### src/nv_access_regs.svh
`ifndef NV_ACCESS_REGS_SVH
`define NV_ACCESS_REGS_SVH
// Operation
// - A falling read strobe starts a read and marks its reference instant.
// - After the settle interval, address and control are ignored while read low.
// - The data output is actively driven for as long as read is low.
// - The first bit appears only after more than 50 us from the fall.
// - Each falling shift clock edge advances to the next of 10 or 12 bits.
// - A rising read strobe makes address and control inputs accepted again.
// - Busy rises at the rewrite start and stays high throughout the rewrite.
// - While busy, address, read strobe and program strobe are ignored.
// - New data is shifted in more than 50 us after the rewrite start.
// - Serial input data is sampled on each falling shift clock edge.
// - The timed write starts after the last bit and the erase are done.
// - The write ends by itself and busy falls to mark completion.
// - After a rewrite the program strobe stays blocked until read rises.
// - Reset input low holds the memory in reset and the reset output low.
// - Word length select low gives 12-bit words, high gives 10-bit words.
// - Sixteen words are held, chosen by four parallel address inputs.
// - Erase and write of one word complete within one second.

`define CLK_HZ 20000000
`define T_SETTLE_S 10
`define T_FIRST_BIT_US 50
`define T_PROG_S 1
`define SETTLE_CYC (`T_SETTLE_S * `CLK_HZ)
`define FIRST_BIT_CYC ((`T_FIRST_BIT_US * (`CLK_HZ / 1000000)) + 1)
`define ERASE_CYC ((`T_PROG_S * `CLK_HZ) / 4)
`define WRITE_CYC ((`T_PROG_S * `CLK_HZ) / 4)

`define WORD_LEN_SHORT 4'hA
`define WORD_LEN_LONG 4'hC

`define REG_CTRL 8'h00
`define REG_STATUS 8'h04
`define REG_LAST 8'h08

`define CTRL_RESET 1'h1
`define CTRL_ENABLE_BIT 0
`define STAT_BUSY_BIT 0
`define STAT_READ_BIT 1
`define STAT_BLOCK_BIT 2
`define STAT_LONG_BIT 3
`define STAT_ADDR_LSB 4
`define STAT_HOLD_BIT 8
`endif

### src/nv_access_pkg.sv
package nv_access_pkg;
  typedef logic [11:0] word_t;
  typedef logic [3:0] addr_t;
  typedef enum logic [1:0] {
    st_idle,
    st_read,
    st_shift_in,
    st_write
  } state_t;
endpackage

### src/nv_array_if.sv
`timescale 1ns/1ps
interface nv_array_if;
  logic we;
  nv_access_pkg::addr_t waddr;
  nv_access_pkg::word_t wdata;
  nv_access_pkg::addr_t raddr;
  nv_access_pkg::word_t rdata;
  modport owner (output we, output waddr, output wdata, output raddr,
                 input rdata);
  modport store (input we, input waddr, input wdata, input raddr,
                 output rdata);
endinterface

### src/pin_sync.sv
`timescale 1ns/1ps
module pin_sync #(
  parameter int W = 1
) (
  input wire logic clk_i,
  input wire logic [W-1:0] d_i,
  output logic [W-1:0] q_o
);
  logic [W-1:0] meta;

  always_ff @(posedge clk_i) begin
    meta <= d_i;
    q_o <= meta;
  end
endmodule // pin_sync

### src/nv_word_array.sv
`timescale 1ns/1ps
module nv_word_array (
  input wire logic clk_i,
  nv_array_if.store port
);
  // No reset here: the contents model nonvolatile cells and must survive it.
  nv_access_pkg::word_t mem [16];

  always_ff @(posedge clk_i) begin
    if (port.we) begin
      mem[port.waddr] <= port.wdata;
    end
  end

  assign port.rdata = mem[port.raddr];
endmodule // nv_word_array

### src/nv_word_access.sv
// The Wishbone register port and the address map were chosen for this implementation.
`timescale 1ns/1ps
`include "nv_access_regs.svh"
module nv_word_access #(
  parameter int unsigned SETTLE_CYC = `SETTLE_CYC,
  parameter int unsigned ERASE_CYC = `ERASE_CYC,
  parameter int unsigned WRITE_CYC = `WRITE_CYC
) (
  input wire logic clk_i,
  input wire logic rst_i,
  input wire logic [7:0] wb_adr_i,
  input wire logic [31:0] wb_dat_i,
  input wire logic [3:0] wb_sel_i,
  input wire logic wb_we_i,
  input wire logic wb_cyc_i,
  input wire logic wb_stb_i,
  output logic [31:0] wb_dat_o,
  output logic wb_ack_o,
  input wire logic [3:0] word_addr_i,
  input wire logic read_strobe_n_i,
  input wire logic program_trigger_n_i,
  input wire logic shift_clk_i,
  input wire logic serial_data_in_i,
  input wire logic word_len_sel_n_i,
  input wire logic reset_in_n_i,
  output logic data_out_o,
  output logic data_oe_o,
  output logic busy_o,
  output logic reset_out_n_o
);
  localparam int unsigned FIRST_BIT_CYC = `FIRST_BIT_CYC;

  ////////////////////////////////////////////////////////////////////////////
  // Pin synchronisers and edge detection.

  logic [9:0] pins_s;
  logic [3:0] addr_s;
  logic read_n_s;
  logic prog_n_s;
  logic shclk_s;
  logic din_s;
  logic len_n_s;
  logic rin_n_s;

  pin_sync #(.W(10)) u_sync (
    .clk_i(clk_i),
    .d_i({word_addr_i, read_strobe_n_i, program_trigger_n_i, shift_clk_i,
          serial_data_in_i, word_len_sel_n_i, reset_in_n_i}),
    .q_o(pins_s)
  );

  assign addr_s = pins_s[9:6];
  assign read_n_s = pins_s[5];
  assign prog_n_s = pins_s[4];
  assign shclk_s = pins_s[3];
  assign din_s = pins_s[2];
  assign len_n_s = pins_s[1];
  assign rin_n_s = pins_s[0];

  logic read_n_q;
  logic prog_n_q;
  logic shclk_q;
  logic hold;
  logic read_fall;
  logic read_rise;
  logic prog_fall;
  logic shclk_fall;

  // Reset input low keeps the pin-side access logic in reset; the Wishbone registers keep running.
  assign hold = rst_i | ~rin_n_s;

  always_ff @(posedge clk_i) begin
    if (hold) begin
      read_n_q <= 1'b1;
      prog_n_q <= 1'b1;
      shclk_q <= 1'b0;
    end else begin
      read_n_q <= read_n_s;
      prog_n_q <= prog_n_s;
      shclk_q <= shclk_s;
    end
  end

  assign read_fall = read_n_q & ~read_n_s;
  assign read_rise = ~read_n_q & read_n_s;
  assign prog_fall = prog_n_q & ~prog_n_s;
  assign shclk_fall = shclk_q & ~shclk_s;

  always_ff @(posedge clk_i) begin
    if (hold) begin
      reset_out_n_o <= 1'b0;
    end else begin
      reset_out_n_o <= 1'b1;
    end
  end

  ////////////////////////////////////////////////////////////////////////////
  // Register file over classic Wishbone.

  logic enable;
  logic blocked;
  nv_access_pkg::state_t state;
  nv_access_pkg::addr_t addr_q;
  nv_access_pkg::word_t last_word;
  logic long_q;
  logic wb_req;
  logic [31:0] next_rdata;

  assign wb_req = wb_cyc_i & wb_stb_i & ~wb_ack_o;

  always_ff @(posedge clk_i) begin
    if (rst_i) begin
      wb_ack_o <= 1'b0;
    end else begin
      wb_ack_o <= wb_req;
    end
  end

  always_ff @(posedge clk_i) begin
    if (rst_i) begin
      enable <= `CTRL_RESET;
    end else if (wb_req && wb_we_i && wb_sel_i[0] &&
                 wb_adr_i == `REG_CTRL) begin
      enable <= wb_dat_i[`CTRL_ENABLE_BIT];
    end
  end

  always_comb begin
    next_rdata = 32'h0000_0000;
    case (wb_adr_i)
      `REG_CTRL: begin
        next_rdata[`CTRL_ENABLE_BIT] = enable;
      end
      `REG_STATUS: begin
        next_rdata[`STAT_BUSY_BIT] = busy_o;
        next_rdata[`STAT_READ_BIT] = (state == nv_access_pkg::st_read);
        next_rdata[`STAT_BLOCK_BIT] = blocked;
        next_rdata[`STAT_LONG_BIT] = long_q;
        next_rdata[`STAT_ADDR_LSB +: 4] = addr_q;
        next_rdata[`STAT_HOLD_BIT] = hold;
      end
      `REG_LAST: begin
        next_rdata[11:0] = last_word;
      end
      default: begin
        next_rdata = 32'h0000_0000;
      end
    endcase
  end

  always_ff @(posedge clk_i) begin
    if (rst_i) begin
      wb_dat_o <= 32'h0000_0000;
    end else if (wb_req && !wb_we_i) begin
      wb_dat_o <= next_rdata;
    end
  end

  ////////////////////////////////////////////////////////////////////////////
  // Read and rewrite sequencing.

  nv_array_if arr ();

  nv_word_array u_array (
    .clk_i(clk_i),
    .port(arr.store)
  );

  logic [31:0] cnt;
  logic [31:0] wcnt;
  logic [3:0] bit_idx;
  logic [3:0] word_len;
  logic settled;
  logic data_window;
  logic erase_done;
  nv_access_pkg::word_t shreg;

  // Counting from the start edge; it saturates so a long hold cannot wrap.
  assign settled = (cnt >= SETTLE_CYC);
  assign data_window = (cnt >= FIRST_BIT_CYC);
  assign erase_done = (cnt >= ERASE_CYC);
  assign word_len = long_q ? `WORD_LEN_LONG : `WORD_LEN_SHORT;

  assign arr.raddr = addr_q;
  assign arr.waddr = addr_q;
  assign arr.wdata = shreg;
  assign arr.we = (state == nv_access_pkg::st_write) &&
                  (wcnt == WRITE_CYC - 1);

  always_ff @(posedge clk_i) begin
    if (hold) begin
      state <= nv_access_pkg::st_idle;
      cnt <= 32'h0000_0000;
      wcnt <= 32'h0000_0000;
      bit_idx <= 4'h0;
      addr_q <= 4'h0;
      long_q <= 1'b0;
      shreg <= 12'h000;
    end else begin
      if (!settled) begin
        cnt <= cnt + 32'h0000_0001;
      end
      case (state)
        nv_access_pkg::st_idle: begin
          cnt <= 32'h0000_0000;
          bit_idx <= 4'h0;
          addr_q <= addr_s;
          long_q <= ~len_n_s;
          if (enable && read_fall) begin
            state <= nv_access_pkg::st_read;
          end else if (enable && prog_fall && !blocked) begin
            state <= nv_access_pkg::st_shift_in;
            shreg <= 12'h000;
          end
        end
        nv_access_pkg::st_read: begin
          if (!settled) begin
            addr_q <= addr_s;
          end
          if (shclk_fall && data_window && bit_idx < word_len) begin
            bit_idx <= bit_idx + 4'h1;
          end
          if (read_rise) begin
            state <= nv_access_pkg::st_idle;
          end
        end
        nv_access_pkg::st_shift_in: begin
          // Address and strobes are not looked at while busy.
          if (shclk_fall && data_window && bit_idx < word_len) begin
            shreg[bit_idx] <= din_s;
            bit_idx <= bit_idx + 4'h1;
          end
          if (bit_idx == word_len && erase_done) begin
            state <= nv_access_pkg::st_write;
            wcnt <= 32'h0000_0000;
          end
        end
        nv_access_pkg::st_write: begin
          wcnt <= wcnt + 32'h0000_0001;
          if (wcnt == WRITE_CYC - 1) begin
            state <= nv_access_pkg::st_idle;
          end
        end
        default: begin
          state <= nv_access_pkg::st_idle;
        end
      endcase
    end
  end

  // Set wins over the read-edge release so a finished rewrite always locks.
  always_ff @(posedge clk_i) begin
    if (hold) begin
      blocked <= 1'b0;
    end else if (arr.we) begin
      blocked <= 1'b1;
    end else if (read_rise) begin
      blocked <= 1'b0;
    end
  end

  always_ff @(posedge clk_i) begin
    if (hold) begin
      last_word <= 12'h000;
    end else if (arr.we) begin
      last_word <= shreg;
    end else if (state == nv_access_pkg::st_read && read_rise) begin
      last_word <= arr.rdata;
    end
  end

  ////////////////////////////////////////////////////////////////////////////
  // Pin outputs.

  assign busy_o = (state == nv_access_pkg::st_shift_in) ||
                  (state == nv_access_pkg::st_write);

  always_ff @(posedge clk_i) begin
    if (hold) begin
      data_oe_o <= 1'b0;
      data_out_o <= 1'b0;
    end else if (state == nv_access_pkg::st_read) begin
      data_oe_o <= ~read_rise;
      if (data_window && bit_idx < word_len) begin
        data_out_o <= arr.rdata[bit_idx];
      end else begin
        data_out_o <= 1'b0;
      end
    end else begin
      data_oe_o <= 1'b0;
      data_out_o <= 1'b0;
    end
  end
endmodule // nv_word_access

### config.mk
export PLATFORM = sky130hd
export DESIGN_NAME = nv_word_access
export DESIGN_NICKNAME = d
export VERILOG_FILES = /design/src/nv_access_pkg.sv /design/src/nv_array_if.sv /design/src/pin_sync.sv /design/src/nv_word_array.sv /design/src/nv_word_access.sv
export VERILOG_INCLUDE_DIRS = /design/src /design/src/src
export SDC_FILE = /design/constraint.sdc
export NUM_CORES = 1
export LEC_CHECK = 0
export BUFFER_PORTS_ARGS = -buffer_cell sky130_fd_sc_hd__buf_2
export CORE_UTILIZATION = 55
export DETAILED_ROUTE_END_ITERATION = 7
export GPL_TIMING_DRIVEN = 0
export PLACE_DENSITY = 0.74
export SKIP_CTS_REPAIR_TIMING = 1
export SYNTH_ARGS = -nofsm -noshare
export SYNTH_HDL_FRONTEND = slang
export SYNTH_SLANG_ARGS = --single-unit
export TNS_END_PERCENT = 100
### constraint.sdc
create_clock -name clk_i -period 4 [get_ports clk_i]
set_input_delay 1 -clock clk_i [delete_from_list [all_inputs] [get_ports clk_i]]
set_output_delay 1 -clock clk_i [all_outputs]
set_load 0.02 [all_outputs]
[Word-level counts from Yosys, hierarchy flattened]
Memory sizes are Yosys's and may differ from the RTL's. A register that Yosys moved wholly into a read port is not among the register bits.
Index checks and enable logic that the tools add are counted.
Storage, ports and cells
  bits in writable memories: 192
  bits in registers: 140
  output and inout bits: 37
  bits of input ports: 59
  memories kept: 1
  logic and storage cells: 131
Memory list
  u_array.mem: words 16, width 12, rd ports 1, clocked after Yosys merged registers in 1, wr ports 1, line nv_word_array.sv:7  | nv_access_pkg::word_t mem [16];
Operators by class
  muxes and demuxes: 34
  magnitude comparators: 6
  add/sub/neg operators: 3
  bitwise operators: 17
  equality and inequality tests: 16
  reduce and logical (&&, ||, !) cells: 34
Operators by type and width (number)
  32-bit by 1-bit adder with 32-bit output (second input constant): 2
  32-bit one-hot mux with 2 select lines: 1
  12-bit 2-to-1 mux: 5
  32-bit by 23-bit == test with 1-bit output (second input constant): 1
  32-bit by 10-bit >= comparator with 1-bit output (second input constant): 1
  32-bit by 23-bit >= comparator with 1-bit output (second input constant): 1
  32-bit by 28-bit >= comparator with 1-bit output (second input constant): 1
  32-bit 2-to-1 mux: 1
  12-bit one-hot mux with 2 select lines: 1
  4-bit 2-to-1 mux: 4
  4-bit one-hot mux with 2 select lines: 2
  8-bit one-hot mux with 2 select lines: 1
  1-bit logical AND: 14
  2-bit inequality test (second input constant): 7
  12-bit bitwise mux: 1
  2-bit nonzero test: 6
  2-bit 2-to-1 mux: 5
  1-bit inverter: 10
  8-bit by 3-bit == test with 1-bit output (second input constant): 1
  8-bit by 4-bit == test with 1-bit output (second input constant): 1
  8-bit logical NOT: 1
  2-bit one-hot mux with 4 select lines: 1
  4-bit AND reduction: 2
  1-bit 2-to-1 mux: 7
  other kinds (21): 33

[Logic depth before layout (Yosys ltp)]
Gate-level depths: netlist of run 1.
  word-level depth: 7
  gate-level depth with buffers: 10
  gate-level depth less buffers: 9

[Modules after synthesis]
A second synthesis of run 1 with hierarchy kept.
Second synthesis, totals
  cells, all modules: 1081
  area, all modules: 13934.6 µm²
By module, submodules not included
  nv_word_array: cells an instance 317, instances 1, seq. area each 5765.5 µm², area each 7359.6 µm²
  nv_word_access: cells an instance 744, instances 1, seq. area each 2402.3 µm², area each 6174.7 µm²
  pin_sync: cells an instance 20, instances 1, seq. area each 400.4 µm², area each 400.4 µm²

[Worst setup path before layout of run 1]
No wires, ideal clock.
  path type: register to register
  start point: reg wcnt[26]
  end point: mem u_array.mem[0][0] in the netlist's numbering (enable)
  cell stages (with the launch flop): 7
  clock period less this slack: 2915 ps
  buffers on the path: 0
  library setup time: 396 ps
  arrival time: 2519 ps
  slack: 1085 ps
  data required time: 3604 ps
  cell sequence: dfxtp_1 > nor4_1 > nand4_1 > nor4_1 > nand2_1 > or3_1 > nor3_1
On the way
  cells in the longest elaborated chain, start to end: 4
RTL lines
  start, declared: line nv_word_access.sv:170  | logic [31:0] wcnt;
  start signal, assigned: line nv_word_access.sv:239  | wcnt <= wcnt + 32'h0000_0001;
  32-bit by 23-bit == test with 1-bit output: line nv_word_access.sv:188  | (wcnt == WRITE_CYC - 1);
  1-bit logical AND: line nv_word_access.sv:187  | assign arr.we = (state == nv_access_pkg::st_write) &&
  1-bit 2-to-1 mux: line nv_word_array.sv:10  | if (port.we) begin
  1-bit 2-to-1 mux (implied by the code): line nv_word_array.sv:11  | mem[port.waddr] <= port.wdata;
  end, declared: line nv_word_array.sv:7
Every way passes these cells.

[Worst setup path after layout of run 1]
  start point: reg wcnt[12]
  end point: mem u_array.mem[2][0] in the netlist's numbering (enable)
Same word-level chain as after synthesis.

==> flow_summary.toml, run 1 <==
[clocking]
cts_inserted_buffers = 35
cts.sinks = 336
tritoncts = "done"
cts.clk_slew.worst_paths_ns = 0.06
cts_max_path_buffers = 3
clock_latency_ns = 0.52
root_buffer = "clkbuf_16"
h-tree-depth = 2

[yosys]
synth_largest_area_cell = "edfxtp_1"
ys_top_cells_by_area = "edfxtp_1, dfxtp_1, mux4_2"
syn_area_per_cell_sq_um = 12.8
synth-seq-cells = 336
synth_top_area_share_pct = 41.1
synth-async-reset-ratio_pct = 0
yosys_warnings = 0
synth_ff_type = "edfxtp_1"
ys_types = 65
synth-edff-count = 192
synth_common_cells = "edfxtp_1, dfxtp_1, nor2_1, nand2_1, mux4_2"
synth_area_sq_mm = 0.0140
yosysSeqAreaShare_pct = 61.7
postSynthCellCount = 1097
yosysMostFrequentCell = "edfxtp_1"

[worst_setup_path]
cp-start-kind = "flop"
r2r-start = "wcnt[12]"
crit_arrival_ns = 3.91
cp_max_fo = 12
r2r_slack_ns = 0.21
critPathKind = "reg -> reg"
ff2ff_path_depth = 6
r2r-end = "u_array.mem[2][0]"
critPathRequiredTime_ns = 4.13
critPathCaptureType = "flop"

[power_and_ir_drop]
vdd.ir_drop.worst_mv = 0.450
p_leak_nw = 4.93
powerDensity_mw_per_mm2 = 450

[timing]
fmax_mhz = 264
drv_slew = 0
worst_pin_slew_ns = 1.24
hold_viol = 0
rsz0062_at_grt = "no"
setup_viol = 0
slew_headroom_pct = 16.7
min_period_ns = 3.79
worst_slack_ns = 0.212
period_share_pct = 94.7
finClkSkew_ns = 0.0230

[min_path]
hold_class = "reg -> reg"
whs_path_depth = 0
min_to = "u_sync.q_o[6]"
min-delay-start = "u_sync.meta[6]"

[route]
routedWlPerCell_um = 20.9
drtAntennaViolNets = 0
met3_length_um = 2390
routed_wl_um = 32400
drtPass1Iterations = 6
viasPerCell = 6.01
vias = 9353
wl_met1_um = 13800
dr_wl_met2_um = 15500
dr.max_layer_used = "met4"
drc = 0
initialDrtViolationCount = 1039

[status]
status = "finished, final reports clean"

[global_route]
grt_util_all_layers_pct = 24.9
grt_pass1_vias = 8793
grt_first_pass_wirelength_um = 49100
antenna_found_initial = 1
overflow = 0
grt_max_degree = 19

[floorplanning]
coreArea_sq_mm = 0.0251
ios = 96
fp.dieH_um = 162
rows = 58
die_w_um = 162
start_util_pct = 55.8
die-area_sq_mm = 0.0261

[place]
pre_cts_ws_ns = 0.257
place_area_sq_mm = 0.0148
io_buffers = 41
post-place-cells = 1493
routabilityCongestion = 0.868
dp_hpwl_um = 20900

[final_layout]
nets = 1276
finalNonFillerCells = 1555
drive_gt1_share_pct = 17.2
final_area_sq_mm = 0.0160
fillCellCount = 1890
area_growth_pct = 13.9

[job]
cap_viol_max_count = 0
==> layout make-up <==
cell class                      instances  area (sq um)  share of cell area, %
Timing Repair Buffer                   48           292                   1.83
Sequential cell                       336          8650                   54.2
Antenna cell                            1          2.50                 0.0157
Buffer                                 79           393                   2.46
Clock buffer                           45           945                   5.92
Multi-Input combinational cell        672          4980                   31.2
Tap cell                              330           413                   2.59
Inverter                               29           109                  0.682
Clock inverter                         15           189                   1.18
==> per-layer routing <==
layer / global-route usage [%] / vias up
met3: 4.60 / 59
li1: - / 4300
met1: 34.3 / 4587
met4: 8.28 / 0
met2: 40.1 / 407
met5: 0 / -
==> state kept, by name, indices dropped and copies added (netlist names), 2 cells and up, named ones only <==
name,flops
addr_q,4
u_sync.q_o,10
cnt,32
state,2
u_sync.meta,10
bit_idx,4
wcnt,32
arr.wdata,12
wb_dat_o,12
u_array.mem,192
last_word,12
==> kinds of logic (layout without fill, tap and decap cells) <==
group / Yosys count / count (layout) / synth area share (%)
buffers and inverters: 108 / 216 / 3.58
DFF: 336 / 336 / 61.7
xor gates and xnor gates: 42 / 42 / 2.62
adders and majority gates: 16 / 16 / 1.43
other: 1 / 21 / 0.0268
and+or+nand+nor: 354 / 354 / 12.1
muxes: 61 / 61 / 9.01
AOI/OAI and AO/OA: 179 / 179 / 9.50
==> where the power goes <==
group | internal [W] | switching (W)
Combinational | 0.000104 | 0.000194
Sequential | 0.00364 | 0.0000152
Clock | 0.00193 | 0.00130
Total | 0.00567 | 0.00151
==> worst max-delay path by stage <==
| stage | startpoint | end | slack (ns) |
|---|---|---|---|
| 3_5_place_dp | wcnt[26] | u_array.mem[11][2] | 0.26 |
| 2_1_floorplan | wcnt[26] | u_array.mem[0][0] | 1.08 |
| 5_1_grt | wcnt[12] | u_array.mem[3][1] | 0.04 |
| 3_3_place_gp | wcnt[26] | u_array.mem[0][2] | -0.30 |
| 6_report | wcnt[12] | u_array.mem[2][0] | 0.21 |
| 4_1_cts | wcnt[12] | u_array.mem[11][3] | 0.18 |
==> per-stage QoR <==
stage / hold slack (ns) / utilization, % / total power, W / setup TNS (ns)
final: 0.323 / 63.6 / 0.00718 / 0
after global routing: 0.328 / 63.6 / 0.00737 / 0
after CTS: 0.324 / 63.5 / 0.00720 / 0
after detailed placement: 0.312 / 59.0 / 0.00402 / 0
after global placement: 0.310 / 58.6 / 0.00401 / -11.87
after floorplan: 0.310 / - / 0.00393 / 0
==> critical path, cell delays in order (launching register included) <==
cell,delay [ns]
dfxtp_1,0.37
nor4b_1,0.46
nand2_1,0.11
nor4_1,0.56
nand2_1,0.44
or3_1,0.52
nor2_1,0.94
==> cells in the final DEF, fill, tap and decap left out, types with 12 or more instances in the layout <==
master     count
a211oi_1      25
a21oi_1       44
a22oi_1       28
a32o_1        12
buf_2         51
buf_4         20
clkbuf_1      49
clkbuf_16     36
conb_1        20
dfxtp_1      144
edfxtp_1     192
ha_1          16
inv_1         29
mux4_2        52
nand2_1      101
nand3_1       30
nand4_1       16
nor2_1        98
nor4_1        19
o21ai_0       14
xnor2_1       42
(Power assumes the default switching activity.)
==> inputs of run 2 (changes only) <==
CORE_ASPECT_RATIO = 0.7   (was not set)
==> flow_summary.toml, run 2 (same netlist as run 1, synthesis figures left out) <==
[worst_setup_path]
crit_start = "wcnt[10]"
r2r-start = "wcnt[10]"
cp.depth = 6
ff2ff_path_depth = 6
r2r-end = "u_array.mem[2][2]"
cp_max_fo = 12
critPathRequiredTime_ns = 4.16
cpPeakStageDelay_ns = 1.00
r2r_slack_ns = 0.17
critPathKind = "reg -> reg"
crit_arrival_ns = 3.99
cp_slowest_cell = "nor2_1"
cp-start-kind = "flop"
path_delay_family = "simple AND/OR/NAND/NOR gates"
endpoint = "u_array.mem[2][2]"
worst-path-buf-inv = 0
critPathCaptureType = "flop"
path_cells = "nor4b_1, nand4_1, nor4_1, nand2_1, or3_1, nor2_1"

[clocking]
cts_inserted_buffers = 31
tritoncts = "done"
cts.clk_slew.worst_paths_ns = 0.06
root_buffer = "clkbuf_16"
h-tree-depth = 1
cts.sinks = 336
cts_max_path_buffers = 3
clock_latency_ns = 0.56

[route]
routed_wl_um = 32300
drtPass1Iterations = 8
drtAntennaViolNets = 0
viasPerCell = 6.06
initialDrtViolationCount = 1089
vias = 9355
drc = 15
routedWlPerCell_um = 20.9

[floorplanning]
coreArea_sq_mm = 0.0248
rows = 48
die-area_sq_mm = 0.0261
fp.dieH_um = 136
ios = 96
start_util_pct = 56.5
die_w_um = 193

[final_layout]
finalNonFillerCells = 1544
final_cell_mix = "edfxtp_1, dfxtp_1, nand2_1, nor2_1, mux4_2"
top_regs = "u_array.mem: 192 flops, cnt: 32 flops, wcnt: 32 flops"
fillCellCount = 1883
top_register = "u_array.mem"
largest_register_ffs = 192
seq_area_sq_mm = 0.00865
area_growth_pct = 12.4
nets = 1270
multi_input_area_sq_mm = 0.00498
drive_gt1_share_pct = 16.5
layout_commonest_cell = "edfxtp_1"
antenna_cells = 0
final_util_pct = 63.5

[global_route]
grt_pass1_vias = 8498
antenna_found_initial = 0
overflow = 0
grt_first_pass_wirelength_um = 49300
grt_util_all_layers_pct = 25.2
grt_max_degree = 19

[timing]
fmax_mhz = 261
worst_slack_ns = 0.169
drv_slew = 0
hold_viol = 0
worst_pin_slew_ns = 1.38
setup_viol = 0
finClkSkew_ns = 0.00736
rsz0062_at_grt = "no"
finalSetupTns_ns = 0
period_share_pct = 95.8
slew_headroom_pct = 7.65
min_period_ns = 3.83

[job]
cap_viol_max_count = 0

[place]
routabilityCongestion = 0.890
pre_cts_ws_ns = 0.245
io_buffers = 41
post-place-cells = 1487
dp_hpwl_um = 22200

[status]
status = "finished with violations"
violations = "DRC"

[power_and_ir_drop]
vdd.ir_drop.worst_mv = 0.360
p_total_w = 0.00678
p_leak_nw = 4.82
powerDensity_mw_per_mm2 = 430

[min_path]
hold_class = "reg -> reg"
[run 2: changes by cell type in the layout (fill, tap and decap cells not counted), sizes merged]
cell / before / now
diode: 1 / 0
inv: 30 / 29
bufinv: 4 / 2
clkinv: 9 / 11
clkbuf: 87 / 84
buf: 85 / 83
clkinvlp: 1 / 2
[run 2: report_power, final]
group          switching (W)  internal (W)  total [W]  leakage, nW
clock                0.00123       0.00160    0.00283        0.466
sequential         0.0000156       0.00363    0.00365         2.49
combinational       0.000195      0.000104   0.000299         1.87
total                0.00144       0.00534    0.00678         4.82
[run 2: layout make-up]
class                      instances  share of cell area [%]
sequential                       336                    54.9
tap                              325                    2.58
buffer                            79                    2.49
clock buffer                      42                    5.37
clock inverter                    15                   0.762
multi-input combinational        672                    31.6
timing repair buffer              46                    1.64
inverter                          29                   0.691
[run 2: worst register-to-register path, cell delays in order (launching register included)]
cell and delay, ns:
dfxtp_1 0.34, nor4b_1 0.43, nand4_1 0.16, nor4_1 0.58, nand2_1 0.41, or3_1 0.50
nor2_1 1.00
[run 2: metal layers]
metal,GRT usage (%),share of wire [%],vias up
li1,-,-,4285
met1,41.6,46,4538
met2,33.9,41,474
met3,4.33,11,58
met4,5.82,1.9,0
met5,0,0,-
[run 2: worst min path at each step]
| stage | start | end | slack, ns | cells past startpoint |
|---|---|---|---|---|
| 2_1_floorplan | u_sync.meta[0] | u_sync.q_o[0] | 0.31 | 0 |
| 3_3_place_gp | u_sync.meta[1] | u_sync.q_o[1] | 0.31 | 0 |
| 3_5_place_dp | u_sync.meta[2] | u_sync.q_o[2] | 0.32 | 0 |
| 4_1_cts | u_sync.meta[2] | u_sync.q_o[2] | 0.33 | 0 |
| 5_1_grt | u_sync.meta[8] | u_sync.q_o[8] | 0.33 | 0 |
| 6_report | u_sync.meta[2] | u_sync.q_o[2] | 0.33 | 0 |
[run 2: metrics by stage]
step | hold slack [ns] | area (sq um)
after floorplan | 0.310 | 14100
after global placement | 0.310 | 14700
after detailed placement | 0.316 | 14800
after CTS | 0.331 | 15800
after global routing | 0.334 | 15800
final | 0.329 | 15800
